## src/atr_defines.svh

```systemverilog
// Offsets, field positions, reset values and counts for the angle and turns readout.
`ifndef ATR_DEFINES_SVH
`define ATR_DEFINES_SVH

`define ATR_OFS_PRIM_ANGLE 8'h10
`define ATR_OFS_PRIM_TURNS 8'h15
`define ATR_OFS_HYST_ANGLE 8'h16
`define ATR_OFS_VELOCITY 8'h17
`define ATR_OFS_ACCEL 8'h18
`define ATR_OFS_SECONDARY_ANGLE 8'h19
`define ATR_OFS_SEC_SNAP 8'h1a
`define ATR_OFS_PRIM_TURNS_SNAP 8'h1b
`define ATR_OFS_SEC_TURNS 8'h1c

`define ATR_BIT_WARN 13
`define ATR_BIT_OVF 12

`define ATR_FLT_PRIM_VOLT 0
`define ATR_FLT_SEC_VOLT 1
`define ATR_FLT_OSC 2
`define ATR_FLT_FIELD_HIGH 3
`define ATR_FLT_FIELD_LOW 4
`define ATR_FLT_SUPPLY_UV 5

`define ATR_PRI_TURN_MAX 11'h3ff
`define ATR_PRI_TURN_MIN 11'h400
`define ATR_SEC_TURN_MAX 11'h3ff
`define ATR_SEC_TURN_MIN 11'h401

`define ATR_BIST_CYCLES 8
`define ATR_HYST_SHIFT 2
`define ATR_RST_WORD 16'h0000

`endif

```

## src/atr_pkg.sv

```systemverilog
// Types shared by the angle and turns readout.
`include "atr_defines.svh"
package atr_pkg;

    typedef enum logic {
        ATR_BIST_IDLE = 1'b0,
        ATR_BIST_RUN = 1'b1
    } atr_bist_t;

    typedef struct packed {
        atr_bist_t bist_state;
        logic [7:0] bist_cnt;
        logic bist_fail;
        logic lp_prev;
        logic primed;
        logic [1:0][10:0] turns;
        logic [1:0] ovf;
        logic [1:0] warn;
        logic [15:0] prim_angle;
        logic [15:0] secondary_angle;
        logic [15:0] vel;
        logic [15:0] accel;
        logic [15:0] hyst_angle;
        logic [15:0] sec_snap;
        logic [15:0] prim_turns_snap;
        logic [15:0] rd_data;
    } atr_state_t;

    function automatic logic [15:0] atr_turns_word(input logic warn, input logic ovf, input logic [10:0] cnt);
        atr_turns_word = {2'h0, warn, ovf, 1'h0, cnt};
    endfunction : atr_turns_word

endpackage : atr_pkg

```

## src/atr_readout.sv

```systemverilog
// Angle and turns result registers with read-triggered snapshots and stuck-at-zero self-test.
`timescale 1ns/10ps
module atr_readout
    import atr_pkg::*;
#(
    parameter int BIST_CYCLES = `ATR_BIST_CYCLES,
    parameter int HYST_SHIFT = `ATR_HYST_SHIFT
) (
    // Clock and reset
    input wire logic CLK_SYS_I,
    input wire logic RST_B_I,
    // Angle samples from the signal path
    input wire logic SAMPLE_I,
    input wire logic [15:0] PRIM_ANGLE_I,
    input wire logic [15:0] SECONDARY_ANGLE_I,
    // Encoder output configuration
    input wire logic ENC_CHAN_SEL_I,
    input wire logic [2:0] HYSTERESIS_SETTING_I,
    // Faults, low power and turns-count reset command
    input wire logic [5:0] FAULT_I,
    input wire logic LOW_POWER_I,
    input wire logic TURNS_RESET_I,
    // Host register read port
    input wire logic RD_EN_I,
    input wire logic [7:0] RD_ADDR_I,
    output logic [15:0] RD_DATA_O,
    // Derived outputs
    output logic [15:0] ENCODER_OUTPUT_ANGLE_O,
    output logic BIST_FORCE_O
);

    localparam logic [7:0] BIST_LAST = 8'(BIST_CYCLES - 1);
    localparam logic [1:0][10:0] TURN_MAX = {`ATR_SEC_TURN_MAX, `ATR_PRI_TURN_MAX};
    localparam logic [1:0][10:0] TURN_MIN = {`ATR_SEC_TURN_MIN, `ATR_PRI_TURN_MIN};

    atr_state_t st_reg;
    atr_state_t st_next;

    logic lp_exit;
    logic prim_fault;
    logic sec_fault;
    logic [1:0][15:0] new_ang;
    logic [1:0][15:0] old_ang;
    logic [1:0] step;
    logic step_up;
    logic step_dn;
    logic ovf_set;
    logic [15:0] sel_angle;
    logic [15:0] delta;
    logic [15:0] mag;
    logic [15:0] thresh;
    logic [15:0] vel_new;
    logic prim_read;

    always_comb begin
        st_next = st_reg;
        step = 2'h0;
        step_up = 1'b0;
        step_dn = 1'b0;
        ovf_set = 1'b0;
        new_ang = {SECONDARY_ANGLE_I, PRIM_ANGLE_I};
        old_ang = {st_reg.secondary_angle, st_reg.prim_angle};
        lp_exit = st_reg.lp_prev & ~LOW_POWER_I;
        st_next.lp_prev = LOW_POWER_I;

        unique case (st_reg.bist_state)
            ATR_BIST_IDLE: begin
                if (lp_exit) begin
                    st_next.bist_state = ATR_BIST_RUN;
                    st_next.bist_cnt = 8'h00;
                end
            end
            ATR_BIST_RUN: begin
                st_next.bist_cnt = st_reg.bist_cnt + 8'h01;
                if (st_reg.bist_cnt == BIST_LAST) begin
                    st_next.bist_state = ATR_BIST_IDLE;
                    if (!(&FAULT_I)) begin
                        st_next.bist_fail = 1'b1;
                    end
                end
            end
        endcase

        // The forced faults of the self-test are kept off the warning bits.
        prim_fault = FAULT_I[`ATR_FLT_PRIM_VOLT] | FAULT_I[`ATR_FLT_OSC] | FAULT_I[`ATR_FLT_SUPPLY_UV];
        sec_fault = FAULT_I[`ATR_FLT_SEC_VOLT] | FAULT_I[`ATR_FLT_OSC] | FAULT_I[`ATR_FLT_FIELD_HIGH]
                  | FAULT_I[`ATR_FLT_FIELD_LOW] | FAULT_I[`ATR_FLT_SUPPLY_UV];
        st_next.warn[0] = (prim_fault & (st_reg.bist_state == ATR_BIST_IDLE)) | st_next.bist_fail;
        st_next.warn[1] = (sec_fault & (st_reg.bist_state == ATR_BIST_IDLE)) | st_next.bist_fail;

        // A quadrant move of one step counts; a jump of two quadrants is ambiguous and ignored.
        for (int ch = 0; ch < 2; ch++) begin
            step = new_ang[ch][15:14] - old_ang[ch][15:14];
            step_up = SAMPLE_I & st_reg.primed & (step == 2'h1);
            step_dn = SAMPLE_I & st_reg.primed & (step == 2'h3);
            ovf_set = (step_up & (st_reg.turns[ch] == TURN_MAX[ch]))
                    | (step_dn & (st_reg.turns[ch] == TURN_MIN[ch]));
            if (TURNS_RESET_I) begin
                st_next.turns[ch] = 11'h000;
            end else if (step_up) begin
                st_next.turns[ch] = st_reg.turns[ch] + 11'h001;
            end else if (step_dn) begin
                st_next.turns[ch] = st_reg.turns[ch] - 11'h001;
            end
            st_next.ovf[ch] = ovf_set | (st_reg.ovf[ch] & ~TURNS_RESET_I);
        end

        vel_new = PRIM_ANGLE_I - st_reg.prim_angle;
        sel_angle = ENC_CHAN_SEL_I ? SECONDARY_ANGLE_I : PRIM_ANGLE_I;
        delta = sel_angle - st_reg.hyst_angle;
        mag = delta[15] ? (16'h0000 - delta) : delta;
        thresh = 16'(16'(HYSTERESIS_SETTING_I) << HYST_SHIFT);

        if (SAMPLE_I) begin
            st_next.primed = 1'b1;
            st_next.prim_angle = PRIM_ANGLE_I;
            st_next.secondary_angle = SECONDARY_ANGLE_I;
            if (st_reg.primed) begin
                st_next.vel = vel_new;
                st_next.accel = vel_new - st_reg.vel;
                if (mag > thresh) begin
                    st_next.hyst_angle = sel_angle;
                end
            end else begin
                st_next.hyst_angle = sel_angle;
            end
        end

        prim_read = RD_EN_I & (RD_ADDR_I == `ATR_OFS_PRIM_ANGLE);
        if (RD_EN_I) begin
            case (RD_ADDR_I)
                `ATR_OFS_PRIM_ANGLE: st_next.rd_data = st_reg.prim_angle;
                `ATR_OFS_PRIM_TURNS: st_next.rd_data = atr_turns_word(st_reg.warn[0], st_reg.ovf[0], st_reg.turns[0]);
                `ATR_OFS_HYST_ANGLE: st_next.rd_data = st_reg.hyst_angle;
                `ATR_OFS_VELOCITY: st_next.rd_data = st_reg.vel;
                `ATR_OFS_ACCEL: st_next.rd_data = st_reg.accel;
                `ATR_OFS_SECONDARY_ANGLE: st_next.rd_data = st_reg.secondary_angle;
                `ATR_OFS_SEC_SNAP: st_next.rd_data = st_reg.sec_snap;
                `ATR_OFS_PRIM_TURNS_SNAP: st_next.rd_data = st_reg.prim_turns_snap;
                `ATR_OFS_SEC_TURNS: st_next.rd_data = atr_turns_word(st_reg.warn[1], st_reg.ovf[1], st_reg.turns[1]);
                default: st_next.rd_data = 16'h0000;
            endcase
        end

        if (prim_read) begin
            st_next.sec_snap = st_reg.secondary_angle;
            st_next.prim_turns_snap = atr_turns_word(st_reg.warn[0], st_reg.ovf[0], st_reg.turns[0]);
        end
    end

    always_ff @(posedge CLK_SYS_I or negedge RST_B_I) begin
        if (!RST_B_I) begin
            st_reg <= '{
                bist_state: ATR_BIST_RUN,
                bist_cnt: 8'h00,
                bist_fail: 1'b0,
                lp_prev: 1'b0,
                primed: 1'b0,
                turns: '0,
                ovf: 2'h0,
                warn: 2'h0,
                prim_angle: `ATR_RST_WORD,
                secondary_angle: `ATR_RST_WORD,
                vel: `ATR_RST_WORD,
                accel: `ATR_RST_WORD,
                hyst_angle: `ATR_RST_WORD,
                sec_snap: `ATR_RST_WORD,
                prim_turns_snap: `ATR_RST_WORD,
                rd_data: `ATR_RST_WORD
            };
        end else begin
            st_reg <= st_next;
        end
    end

    assign RD_DATA_O = st_reg.rd_data;
    assign ENCODER_OUTPUT_ANGLE_O = st_reg.hyst_angle;
    assign BIST_FORCE_O = (st_reg.bist_state == ATR_BIST_RUN);
endmodule : atr_readout

```

## config.mk

```make
export PLATFORM = sky130hd
export DESIGN_NAME = atr_readout
export DESIGN_NICKNAME = d
export VERILOG_FILES = /design/src/atr_pkg.sv /design/src/atr_readout.sv
export VERILOG_INCLUDE_DIRS = /design/src /design/src/src
export SDC_FILE = /design/constraint.sdc
export NUM_CORES = 1
export LEC_CHECK = 0
export BUFFER_PORTS_ARGS = -buffer_cell sky130_fd_sc_hd__buf_2
export CORE_MARGIN = 1.5
export CORE_UTILIZATION = 60
export DETAILED_ROUTE_END_ITERATION = 10
export GPL_ROUTABILITY_DRIVEN = 0
export PLACE_DENSITY = 0.8
export RECOVER_POWER = 25
export SYNTH_ARGS = -nofsm -noshare
export SYNTH_HDL_FRONTEND = slang
export SYNTH_SLANG_ARGS = --single-unit
```

## constraint.sdc

```tcl
create_clock -name CLK_SYS_I -period 6 [get_ports CLK_SYS_I]
set_clock_uncertainty 0.05 [all_clocks]
set_input_delay 0.6 -clock CLK_SYS_I [delete_from_list [all_inputs] [get_ports CLK_SYS_I]]
set_output_delay 0.6 -clock CLK_SYS_I [all_outputs]
set_load 0.03 [all_outputs]
```

== After elaboration in Yosys (flattened, before gate mapping) ==
Cells that the tools add are included.
Storage, ports and cells
  register bits: 163
  bits in latches: 0
  RAM bits: 0
  bits in read-only memories: 0
  input port bits: 56
  output and inout bits: 33
  logic and storage cells: 101
  memories: 0
Cells by class
  add/sub/neg operators: 11
  multiply operators: 0
  div/mod/pow operators: 0
  order comparisons: 1
  eq/ne operators: 20
  shifts and indexed selects: 0
  mux-type cells: 17
  bitwise operators: 30
  reduce and logical (&&, ||, !) cells: 5
Operators by type and width (count)
  $pmux 16 s9: 1
  $eq 8x5->1 const B: 9
  $mux 11: 6
  $mux 16: 4
  $sub 16x16->16: 3
  $add 11x1->11 const B: 2
  $eq 11x10->1 const B: 2
  $eq 11x11->1 const B: 2
  $sub 11x1->11 const B: 2
  $pmux 9 s2: 1
  $gt 16x5->1: 1
  $sub 1x16->16 const A: 1
  $and 1x1->1: 15
  $or 1x1->1: 12
  $mux 9: 1
  $add 8x1->8 const B: 1
  $eq 8x3->1 const B: 1
  $reduce_and 6->1: 1
  $reduce_bool 3->1: 2
  $eq 2x1->1 const B: 2
  $eq 2x2->1 const B: 2
  $mux 1: 4
  $reduce_and 2->1: 2
  $sub 2x2->2: 2
  3 further kinds: 5

== Longest topological paths before layout ==
Gate-level depths: netlist of run 1.
  word-level depth: 7
  depth in mapped cells: 23
  mapped depth without buffers: 21

== Worst setup path before layout of run 1 ==
No wires, ideal clock.
  kind: input port to flip-flop
  start point: input ENC_CHAN_SEL_I
  end point: register st_reg, in the netlist ENCODER_OUTPUT_ANGLE_O[10]
  setup time: 125 ps
  data arrival time: 5188 ps
  data required time: 5825 ps
  setup slack: 637 ps
  cell stages on the path: 23
  path buffers: 5
  cell sequence: buf_2 -> buf_1 -> mux2_2 -> ha_1 -> buf_4 -> o21ai_1 -> a21o_2 -> a21oi_4 -> o31ai_4 -> o21ai_4 -> xnor2_2 -> buf_6 -> nor2b_1 -> xnor2_1 -> ha_1 -> nand4_1 -> nor3b_1 -> mux2i_1 -> nand3_1 -> o2111ai_1 -> o41ai_4 -> buf_6 -> mux2_4
On the way
  cells in the longest elaborated chain, start to end: 7
  elaborated cells between the ends (all ways): 9
  classes of those cells: add/sub (2); order compare (1); eq/ne (1); mux (4); reduce/logical (1)
RTL lines
  start: declaration: RTL line atr_readout.sv:17  | input wire logic ENC_CHAN_SEL_I,
  $mux 16 *: RTL line atr_readout.sv:109  | sel_angle = ENC_CHAN_SEL_I ? SECONDARY_ANGLE_I : PRIM_ANGLE_I;
  via sel_angle[2]: RTL line atr_readout.sv:48  | logic [15:0] sel_angle;
  $sub 16x16->16 *: RTL line atr_readout.sv:110  | delta = sel_angle - st_reg.hyst_angle;
  $sub 1x16->16: RTL line atr_readout.sv:111  | mag = delta[15] ? (16'h0000 - delta) : delta;
  $mux 16 *: RTL line atr_readout.sv:111
  $gt 16x5->1 *: RTL line atr_readout.sv:121  | if (mag > thresh) begin
  $ne 2x1->1 (no line) *
  $reduce_and 2->1 (no line) *
  end signal: assignment: RTL line atr_readout.sv:153  | st_reg <= '{
  end signal: assignment: RTL line atr_readout.sv:172  | st_reg <= st_next;
  end: declaration: RTL line atr_readout.sv:36  | atr_state_t st_reg;
The timed path passes the listed nets; every way through them passes the cells marked *. The select of a mux whose other input is x is not followed.
A chain may end at the register's enable or synchronous reset.

== Worst setup path in the final report of run 1 ==
  start point: input ENC_CHAN_SEL_I
  end point: register st_reg, in the netlist ENCODER_OUTPUT_ANGLE_O[4]
The elaborated chain is that of the path after synthesis.

==> metrics.yaml, run 1 <==
busiest_layer: "met2"
hold_violations: 0
worstMarginPinSlew_ns: 4.54
drive_gt1_share_pct: 19.6
synth.top_cell.area_share_pct: 37.1
antennaDiodeCount: 0
grtUsageMet1_pct: 41.5
grt_use_total_pct: 30.9
drc: 0
path_delay_family: "compound AO/OA/AOI/OAI gates"
yosys_most_used_dff: "dfrtp_1"
die_y_um: 138
clockRootBuffer: "clkbuf_16"
place.port_buffers: 88
final_nets: 1330
ctsHoldBuffers: 0
rows: 49
cp_slowest_cell: "xnor2_2"
synthDistinctLibCells: 74
clk_pin_slew_ns: 0.06
die_w_um: 138
synth_nets: 1283
cts_inserted_buffers: 17
path_cells: "buf_2 -> mux2_2 -> ha_1 -> a21o_1 -> a21oi_2 -> nand2_1 -> o31ai_4 -> o21ai_4 -> xnor2_2 -> nand2_1 -> xnor2_1 -> ha_1 -> nand4_1 -> nor3b_1 -> mux2i_1 -> nand3_1 -> o2111ai_1 -> o41ai_4 -> buf_4 -> mux2_2"
clock_tree.htree_level_count: 4
insertion_delay_ns: 0.44
hold_path_startpoint: "LOW_POWER_I"
antenna_found_initial: 0
dp.cells: 1409
drt-initial-drc-count: 905
setup_violations: 0
hold_class: "input pin to register"
met2_usage_pct: 48.2
post_cts_buffers: 0
design.die.area_um2: 19000
synth_top_area_cell: "dfrtp_1"
total_power_mw: 4.34
r2r_cells: 14
leakage_nw: 5.55
critical_path_class: "input pin to register"
tns_ns: 0
ys_top_cells_by_count: "dfrtp_1 (162), inv_1 (106), nand2_1 (86)"
end_kind: "register"
grt_pass1_vias: 8603
area_delta_synth_final_pct: 9.96
finalCritPeriodShare_pct: 88.0
critPathLaunchType: "input pin"
largest_register_ff_count: 98
cp_slowest_stage_delay_ns: 0.43
num_vias: 9111
synth.cell_area_um2: 10900
vias_per_cell: 6.32
met3_usage_pct: 5.67
yosysSeqAreaShare_pct: 37.3
r2r-end: "st_reg[142]"
min_period_ns: 5.28
fmax_mhz: 189
cts_num_sinks: 163
syn_inst: 1152
start_util_pct: 61.1
ant_nets: 0
yosys-top-cells-area: "dfrtp_1 (37%), mux2_2 (8.2%), ha_1 (8.0%)"
path_max_fanout: 17
r2r-start: "st_reg[154]"
avgRoutedWirePerCell_um: 19.5
grt_pass1_wl_um: 44900
fin_cells: 1441
slew_violations: 103
hold_end: "st_reg[155]"
required_ns: 6.27
r2r_slack_ns: 0.99
drv_cap: 1
violations: "capacitance limit, slew limit"
async_flop_share_pct: 100
cts_tree: "done"
ys_warn_count: 0
fp.coreArea_um2: 17900
rsz0062_at_grt: "no"
ir_worst_vdd_mv: 0.311
synth_edf_count: 0
routed_wl_um: 28200
p_per_area_nw_per_um2: 361
grt-ovfl-total: 0
arrival_ns: 5.55
critPathBufInv: 2
ioPinCount: 89
whs_path_depth: 1
grt_max_degree: 103
firstDrtPassIters: 10
slew_headroom_pct: -203
postCtsResizedCells: 0
yosysMostFrequentCell: "dfrtp_1"
holdWs_ns: 0.277
ys_seq_elements: 163
dpl.hpwl_um: 20500
status: "finished with violations"
syn_avg_cell_area_um2: 9.49
clock_path_buffers: 2
==> kinds of logic (layout without fill, tap and decap cells) <==
logic type | count (synthesis) | after routing | share of synthesized area, %
adders and majority gates | 75 | 75 | 8.93
DFF | 163 | 163 | 37.3
and+or+nand+nor | 291 | 291 | 13.3
xor gates and xnor gates | 56 | 56 | 4.68
AOI/OAI and AO/OA | 292 | 292 | 18.2
muxes | 96 | 96 | 10.1
buffers and inverters | 179 | 239 | 7.56
==> cells in the final DEF, fill, tap and decap left out, types with 6 or more instances in the layout <==
| cell | count |
|---|---|
| dfrtp_1 | 162 |
| inv_1 | 106 |
| nand2_1 | 86 |
| buf_2 | 86 |
| mux2_2 | 80 |
| o21ai_0 | 70 |
| ha_1 | 70 |
| a21oi_1 | 61 |
| nor2_1 | 51 |
| nand3_1 | 40 |
| xnor2_1 | 35 |
| nor3_1 | 29 |
| a22oi_1 | 26 |
| a222oi_1 | 20 |
| xor2_1 | 19 |
| clkbuf_16 | 17 |
| o22ai_1 | 16 |
| a21o_1 | 15 |
| nor2b_1 | 13 |
| a221oi_1 | 13 |
| buf_4 | 13 |
| nand2b_1 | 9 |
| mux2i_1 | 8 |
| mux2_4 | 8 |
| o21bai_1 | 7 |
| and3_1 | 7 |
| o21a_1 | 7 |
| nand4_1 | 7 |
| o211ai_1 | 6 |
| nor4_1 | 6 |
| a211oi_1 | 6 |
| nor3b_1 | 6 |
==> how the worst max path moves through the flow <==
stage | endpoint | slack [ns] | start | cells past startpoint
after floorplan | ENCODER_OUTPUT_ANGLE_O[10] | 0.64 | ENC_CHAN_SEL_I | 23
after global placement | ENCODER_OUTPUT_ANGLE_O[1] | 0.48 | ENC_CHAN_SEL_I | 20
after detailed placement | ENCODER_OUTPUT_ANGLE_O[4] | 0.33 | ENC_CHAN_SEL_I | 20
after CTS | ENCODER_OUTPUT_ANGLE_O[4] | 0.78 | ENC_CHAN_SEL_I | 20
after global routing | ENCODER_OUTPUT_ANGLE_O[4] | 0.36 | ENC_CHAN_SEL_I | 20
final | ENCODER_OUTPUT_ANGLE_O[4] | 0.72 | ENC_CHAN_SEL_I | 20
==> area by class of cell <==
class / count / area (um^2)
Clock buffer: 20 / 467
Inverter: 106 / 398
Multi-Input combinational cell: 810 / 6050
Sequential cell: 163 / 4080
Tap cell: 229 / 287
Timing Repair Buffer: 101 / 541
Fill cell: 1377 / 5880
Clock inverter: 12 / 201
==> per-layer routing <==
| metal | wire [um] | share of wire, % |
|---|---|---|
| met1 | 12100 | 43 |
| met2 | 12800 | 46 |
| met3 | 2080 | 7.4 |
| met4 | 1140 | 4.1 |
| met5 | 0 | 0 |
==> power by group <==
part / internal, mW / total (mW) / leakage (nW) / switching, mW
sequential: 1.30 / 1.50 / 2.06 / 0.196
combinational: 0.695 / 1.61 / 3.17 / 0.914
clock: 0.773 / 1.23 / 0.323 / 0.461
==> through the flow <==
stage | worst slack, ns | area [um^2] | utilization, %
floorplan | 0.637 | 10900 | -
detailed placement | 0.326 | 11400 | 63.4
CTS | 0.776 | 12000 | 67.2
finish | 0.722 | 12000 | 67.2
global route | 0.358 | 12000 | 67.2
global placement | 0.477 | 11400 | 63.4
Power figures use the tool's default switching activity.
==> inputs of run 2 (changes only) <==
--- a/config.mk
+++ b/config.mk
@@ -7,7 +7,6 @@
 export NUM_CORES = 1
 export LEC_CHECK = 0
 export BUFFER_PORTS_ARGS = -buffer_cell sky130_fd_sc_hd__buf_2
-export CORE_MARGIN = 1.5
 export CORE_UTILIZATION = 60
 export DETAILED_ROUTE_END_ITERATION = 10
 export GPL_ROUTABILITY_DRIVEN = 0
==> metrics.yaml, run 2 (synthesis results as in run 1) <==
hold_violations: 0
met2_usage_pct: 53.1
grt_pass1_vias: 9029
area_delta_synth_final_pct: 9.20
cts_inserted_buffers: 17
total_power_mw: 4.23
critical_path_class: "input pin to register"
clock_path_buffers: 2
grt_use_total_pct: 32.8
holdWs_ns: 0.277
path_max_fanout: 17
drt-initial-drc-count: 895
hold_path_startpoint: "LOW_POWER_I"
clk_pin_slew_ns: 0.06
r2r_cells: 19
final_nets: 1333
start_util_pct: 62.3
r2r-end: "st_reg[79]"
clock_tree.htree_level_count: 4
layout_commonest_cell: "dfrtp_1"
critPathLaunchType: "input pin"
r2r_slack_ns: 1.10
drive_gt1_share_pct: 17.7
timing.final.ws_setup_ns: 0.710
routed_wl_um: 29000
firstDrtPassIters: 10
final_cell_mix: "dfrtp_1 (162), inv_1 (106), nand2_1 (86)"
hold_class: "input pin to register"
path_delay_family: "compound AO/OA/AOI/OAI gates"
grtUsageMet1_pct: 40.7
required_ns: 6.27
dpl.hpwl_um: 21000
violations: "capacitance limit, slew limit"
critPathBufInv: 2
die_w_um: 137
cp_slowest_stage_delay_ns: 0.42
worstMarginPinSlew_ns: 2.47
drv_cap: 2
path_cells: "buf_2 -> mux2_2 -> ha_1 -> a21o_1 -> a21oi_2 -> nand2_1 -> o31ai_4 -> o21ai_4 -> xnor2_2 -> nand2_1 -> xnor2_1 -> ha_1 -> nand4_1 -> nor3b_1 -> mux2i_1 -> nand3_1 -> o2111ai_1 -> o41ai_4 -> buf_4 -> mux2_2"
slew_violations: 78
cp_slowest_cell: "mux2_2"
grt-ovfl-total: 0
postCtsResizedCells: 0
rows: 48
largest_register_ff_count: 98
rsz0062_at_grt: "no"
fmax_mhz: 189
ant_nets: 0
grt_pass1_wl_um: 46500
hold_end: "st_reg[155]"
crit_cells: 20
r2r-start: "old_ang[0]"
die_y_um: 137
grt_max_degree: 71
insertion_delay_ns: 0.44
num_vias: 9205
place.port_buffers: 88
busiest_layer: "met2"
antenna_found_initial: 0
setup_violations: 0
leakage_nw: 5.45
clockRootBuffer: "clkbuf_16"
end_kind: "register"
whs_path_depth: 1
cts_num_sinks: 163
cts_tree: "done"
vias_per_cell: 6.40
tns_ns: 0
finalCritPeriodShare_pct: 88.2
ir_worst_vdd_mv: 0.285
status: "finished with violations"
drc: 0
dpl_worst_slack_ns: 0.337
slew_headroom_pct: -64.4
min_period_ns: 5.29
fp.coreArea_um2: 17500
crit_path_start: "ENC_CHAN_SEL_I"
met3_usage_pct: 7.44
p_per_area_nw_per_um2: 354
ioPinCount: 89
design.die.area_um2: 18800
antennaDiodeCount: 0
avgRoutedWirePerCell_um: 20.1
arrival_ns: 5.56
-- run 2: what timing repair did --
item	in CTS	in global routing
hold buffers	1	0
hold endpoints to repair	25	0
buffers inserted	0	0
-- run 2: how the worst max path moves through the flow --
stage / endpoint / slack, ns
after floorplan: ENCODER_OUTPUT_ANGLE_O[10] / 0.64
after global placement: ENCODER_OUTPUT_ANGLE_O[1] / 0.46
after detailed placement: ENCODER_OUTPUT_ANGLE_O[4] / 0.34
after CTS: ENCODER_OUTPUT_ANGLE_O[6] / 0.78
after global routing: ENCODER_OUTPUT_ANGLE_O[6] / 0.45
final: ENCODER_OUTPUT_ANGLE_O[4] / 0.71
-- run 2: area by class of cell --
type | instances | area [um^2]
Clock buffer | 22 | 474
Tap cell | 225 | 282
Sequential cell | 163 | 4080
Inverter | 106 | 398
Timing Repair Buffer | 104 | 533
Fill cell | 1373 | 5600
Clock inverter | 9 | 129
Multi-Input combinational cell | 810 | 6040
-- run 2: metal layers --
metal,wire length (um),up-vias
li1,-,4240
met1,11900,4448
met4,1270,0
met5,0,-
met2,13400,414
met3,2390,103
-- run 2: power by group --
part | total, mW | internal, mW | switching (mW)
Sequential | 1.50 | 1.30 | 0.204
Combinational | 1.60 | 0.697 | 0.899
Clock | 1.13 | 0.684 | 0.450
-- run 2: through the flow --
| step | utilization [%] | cells | area (um^2) |
|---|---|---|---|
| floorplan | - | 1152 | 10900 |
| global placement | 64.8 | 1407 | 11400 |
| detailed placement | 64.8 | 1407 | 11400 |
| CTS | 68.3 | 1439 | 12000 |
| global route | 68.1 | 1439 | 11900 |
| finish | 68.1 | 1439 | 11900 |
==> inputs of run 3 (changes only) <==
--- a/config.mk
+++ b/config.mk
@@ -6,12 +6,13 @@
 export SDC_FILE = /design/constraint.sdc
 export NUM_CORES = 1
 export LEC_CHECK = 0
-export BUFFER_PORTS_ARGS = -buffer_cell sky130_fd_sc_hd__buf_2
 export CORE_UTILIZATION = 60
 export DETAILED_ROUTE_END_ITERATION = 10
+export DONT_BUFFER_PORTS = 1
 export GPL_ROUTABILITY_DRIVEN = 0
-export PLACE_DENSITY = 0.8
-export RECOVER_POWER = 25
+export PLACE_DENSITY = 0.76
+export RECOVER_POWER = 50
+export SLEW_MARGIN = 15
 export SYNTH_ARGS = -nofsm -noshare
 export SYNTH_HDL_FRONTEND = slang
 export SYNTH_SLANG_ARGS = --single-unit
==> metrics.yaml, run 3 (synthesis results as in run 1) <==
drive_gt1_share_pct: 13.6
antennaDiodeCount: 0
grt_max_degree: 164
finalCritPeriodShare_pct: 84.1
avgRoutedWirePerCell_um: 19.9
end_kind: "register"
start_util_pct: 62.3
cts_inserted_buffers: 17
clk_pin_slew_ns: 0.08
min_period_ns: 5.04
setup_violations: 0
drt-initial-drc-count: 787
final_cell_mix: "dfrtp_1 (162), inv_1 (106), nand2_1 (86)"
required_ns: 6.27
rows: 48
hold_violations: 0
grt-ovfl-total: 0
clock_tree.htree_level_count: 4
ioPinCount: 89
leakage_nw: 5.15
cts_tree: "done"
area_delta_synth_final_pct: 5.23
insertion_delay_ns: 0.44
clockRootBuffer: "clkbuf_16"
fp.coreArea_um2: 17500
place.port_buffers: 0
critPathLaunchType: "register"
cts_num_sinks: 163
p_per_area_nw_per_um2: 359
final_nets: 1243
dpl.hpwl_um: 19700
violations: "capacitance limit, slew limit"
hold_class: "input pin to register"
clock_path_buffers: 2
path_max_fanout: 16
slew_violations: 164
fin_cells: 1350
grt_use_total_pct: 30.5
rsz0062_at_grt: "no"
critical_path_class: "register to register"
dp.cells: 1317
drv_cap: 1
routed_wl_um: 26900
num_vias: 8612
grt_pass1_vias: 8354
firstDrtPassIters: 6
ant_nets: 0
antenna_found_initial: 0
vias_per_cell: 6.38
layout_commonest_cell: "dfrtp_1"
die_w_um: 137
die_y_um: 137
worstMarginPinSlew_ns: 4.01
drc: 0
ir_worst_vdd_mv: 0.273
fmax_mhz: 198
status: "finished with violations"
design.die.area_um2: 18800
arrival_ns: 5.31
largest_register_ff_count: 98
slew_headroom_pct: -167
tns_ns: 0
grt_pass1_wl_um: 43700
[run 3: worst paths after layout]
| path | from | end | slack, ns | cells after the start |
|---|---|---|---|---|
| min in group asynchronous | RST_B_I | st_reg[151] | 1.45 | 1 |
| max | ENCODER_OUTPUT_ANGLE_O[9] | ENCODER_OUTPUT_ANGLE_O[3] | 0.96 | 19 |
| min reg2reg | st_reg[156] | st_reg[156] | 0.42 | 2 |
| max reg2reg | ENCODER_OUTPUT_ANGLE_O[9] | ENCODER_OUTPUT_ANGLE_O[3] | 0.96 | 19 |
| max in group asynchronous | RST_B_I | st_reg[75] | 2.07 | 1 |
| min | LOW_POWER_I | st_reg[155] | 0.13 | 0 |
[run 3: repair_timing]
item,CTS,global route
hold endpoints to repair,163,0
buffers inserted,0,0
hold buffers,1,0
resized for setup,0,0
[run 3: per-layer routing]
| metal | track usage [%] | wire [um] | part of all wire [%] |
|---|---|---|---|
| met2 | 49.0 | 12500 | 46 |
| met4 | 8.91 | 442 | 1.6 |
| met5 | 0 | 0 | 0 |
| met1 | 40.7 | 12000 | 45 |
| met3 | 7.44 | 1920 | 7.1 |
[run 3: worst max-delay path, stage by stage (launching register included)]
cell	delay (ns)
dfrtp_1	0.60
inv_1	0.09
ha_1	0.40
a21o_1	0.20
a21oi_2	0.19
nand2_1	0.12
o31ai_4	0.34
o21ai_4	0.12
xnor2_2	0.41
nor2b_1	0.23
xnor2_1	0.09
ha_1	0.28
nand4_1	0.15
nor3b_1	0.24
mux2i_1	0.09
nand3_1	0.09
o2111ai_1	0.16
o41ai_4	0.34
buf_4	0.35
mux2_2	0.38
[run 3: where the power goes]
part | total (mW) | switching [mW] | internal (mW)
Clock | 1.09 | 0.534 | 0.559
Sequential | 1.53 | 0.235 | 1.30
Combinational | 1.51 | 0.832 | 0.674
[run 3: area by class of cell]
type | instances | area, um^2
clock inverter | 15 | 169
clock buffer | 17 | 425
fill | 1392 | 6030
tap | 225 | 282
inverter | 106 | 398
sequential | 163 | 4080
multi-input combinational | 810 | 6050
timing repair buffer | 14 | 103
[run 3: metrics by stage]
stage / cell area [um^2] / setup slack (ns) / util (%) / hold WS [ns] / total power, mW
after floorplan: 10900 / 0.637 / - / 0.254 / 2.72
after global placement: 10900 / 0.926 / 62.2 / 0.260 / 2.95
after detailed placement: 10900 / 0.734 / 62.2 / 0.261 / 3.00
after CTS: 11500 / 0.952 / 65.7 / 0.122 / 4.12
after global routing: 11500 / 0.560 / 65.6 / 0.110 / 4.39
final: 11500 / 0.955 / 65.6 / 0.129 / 4.13
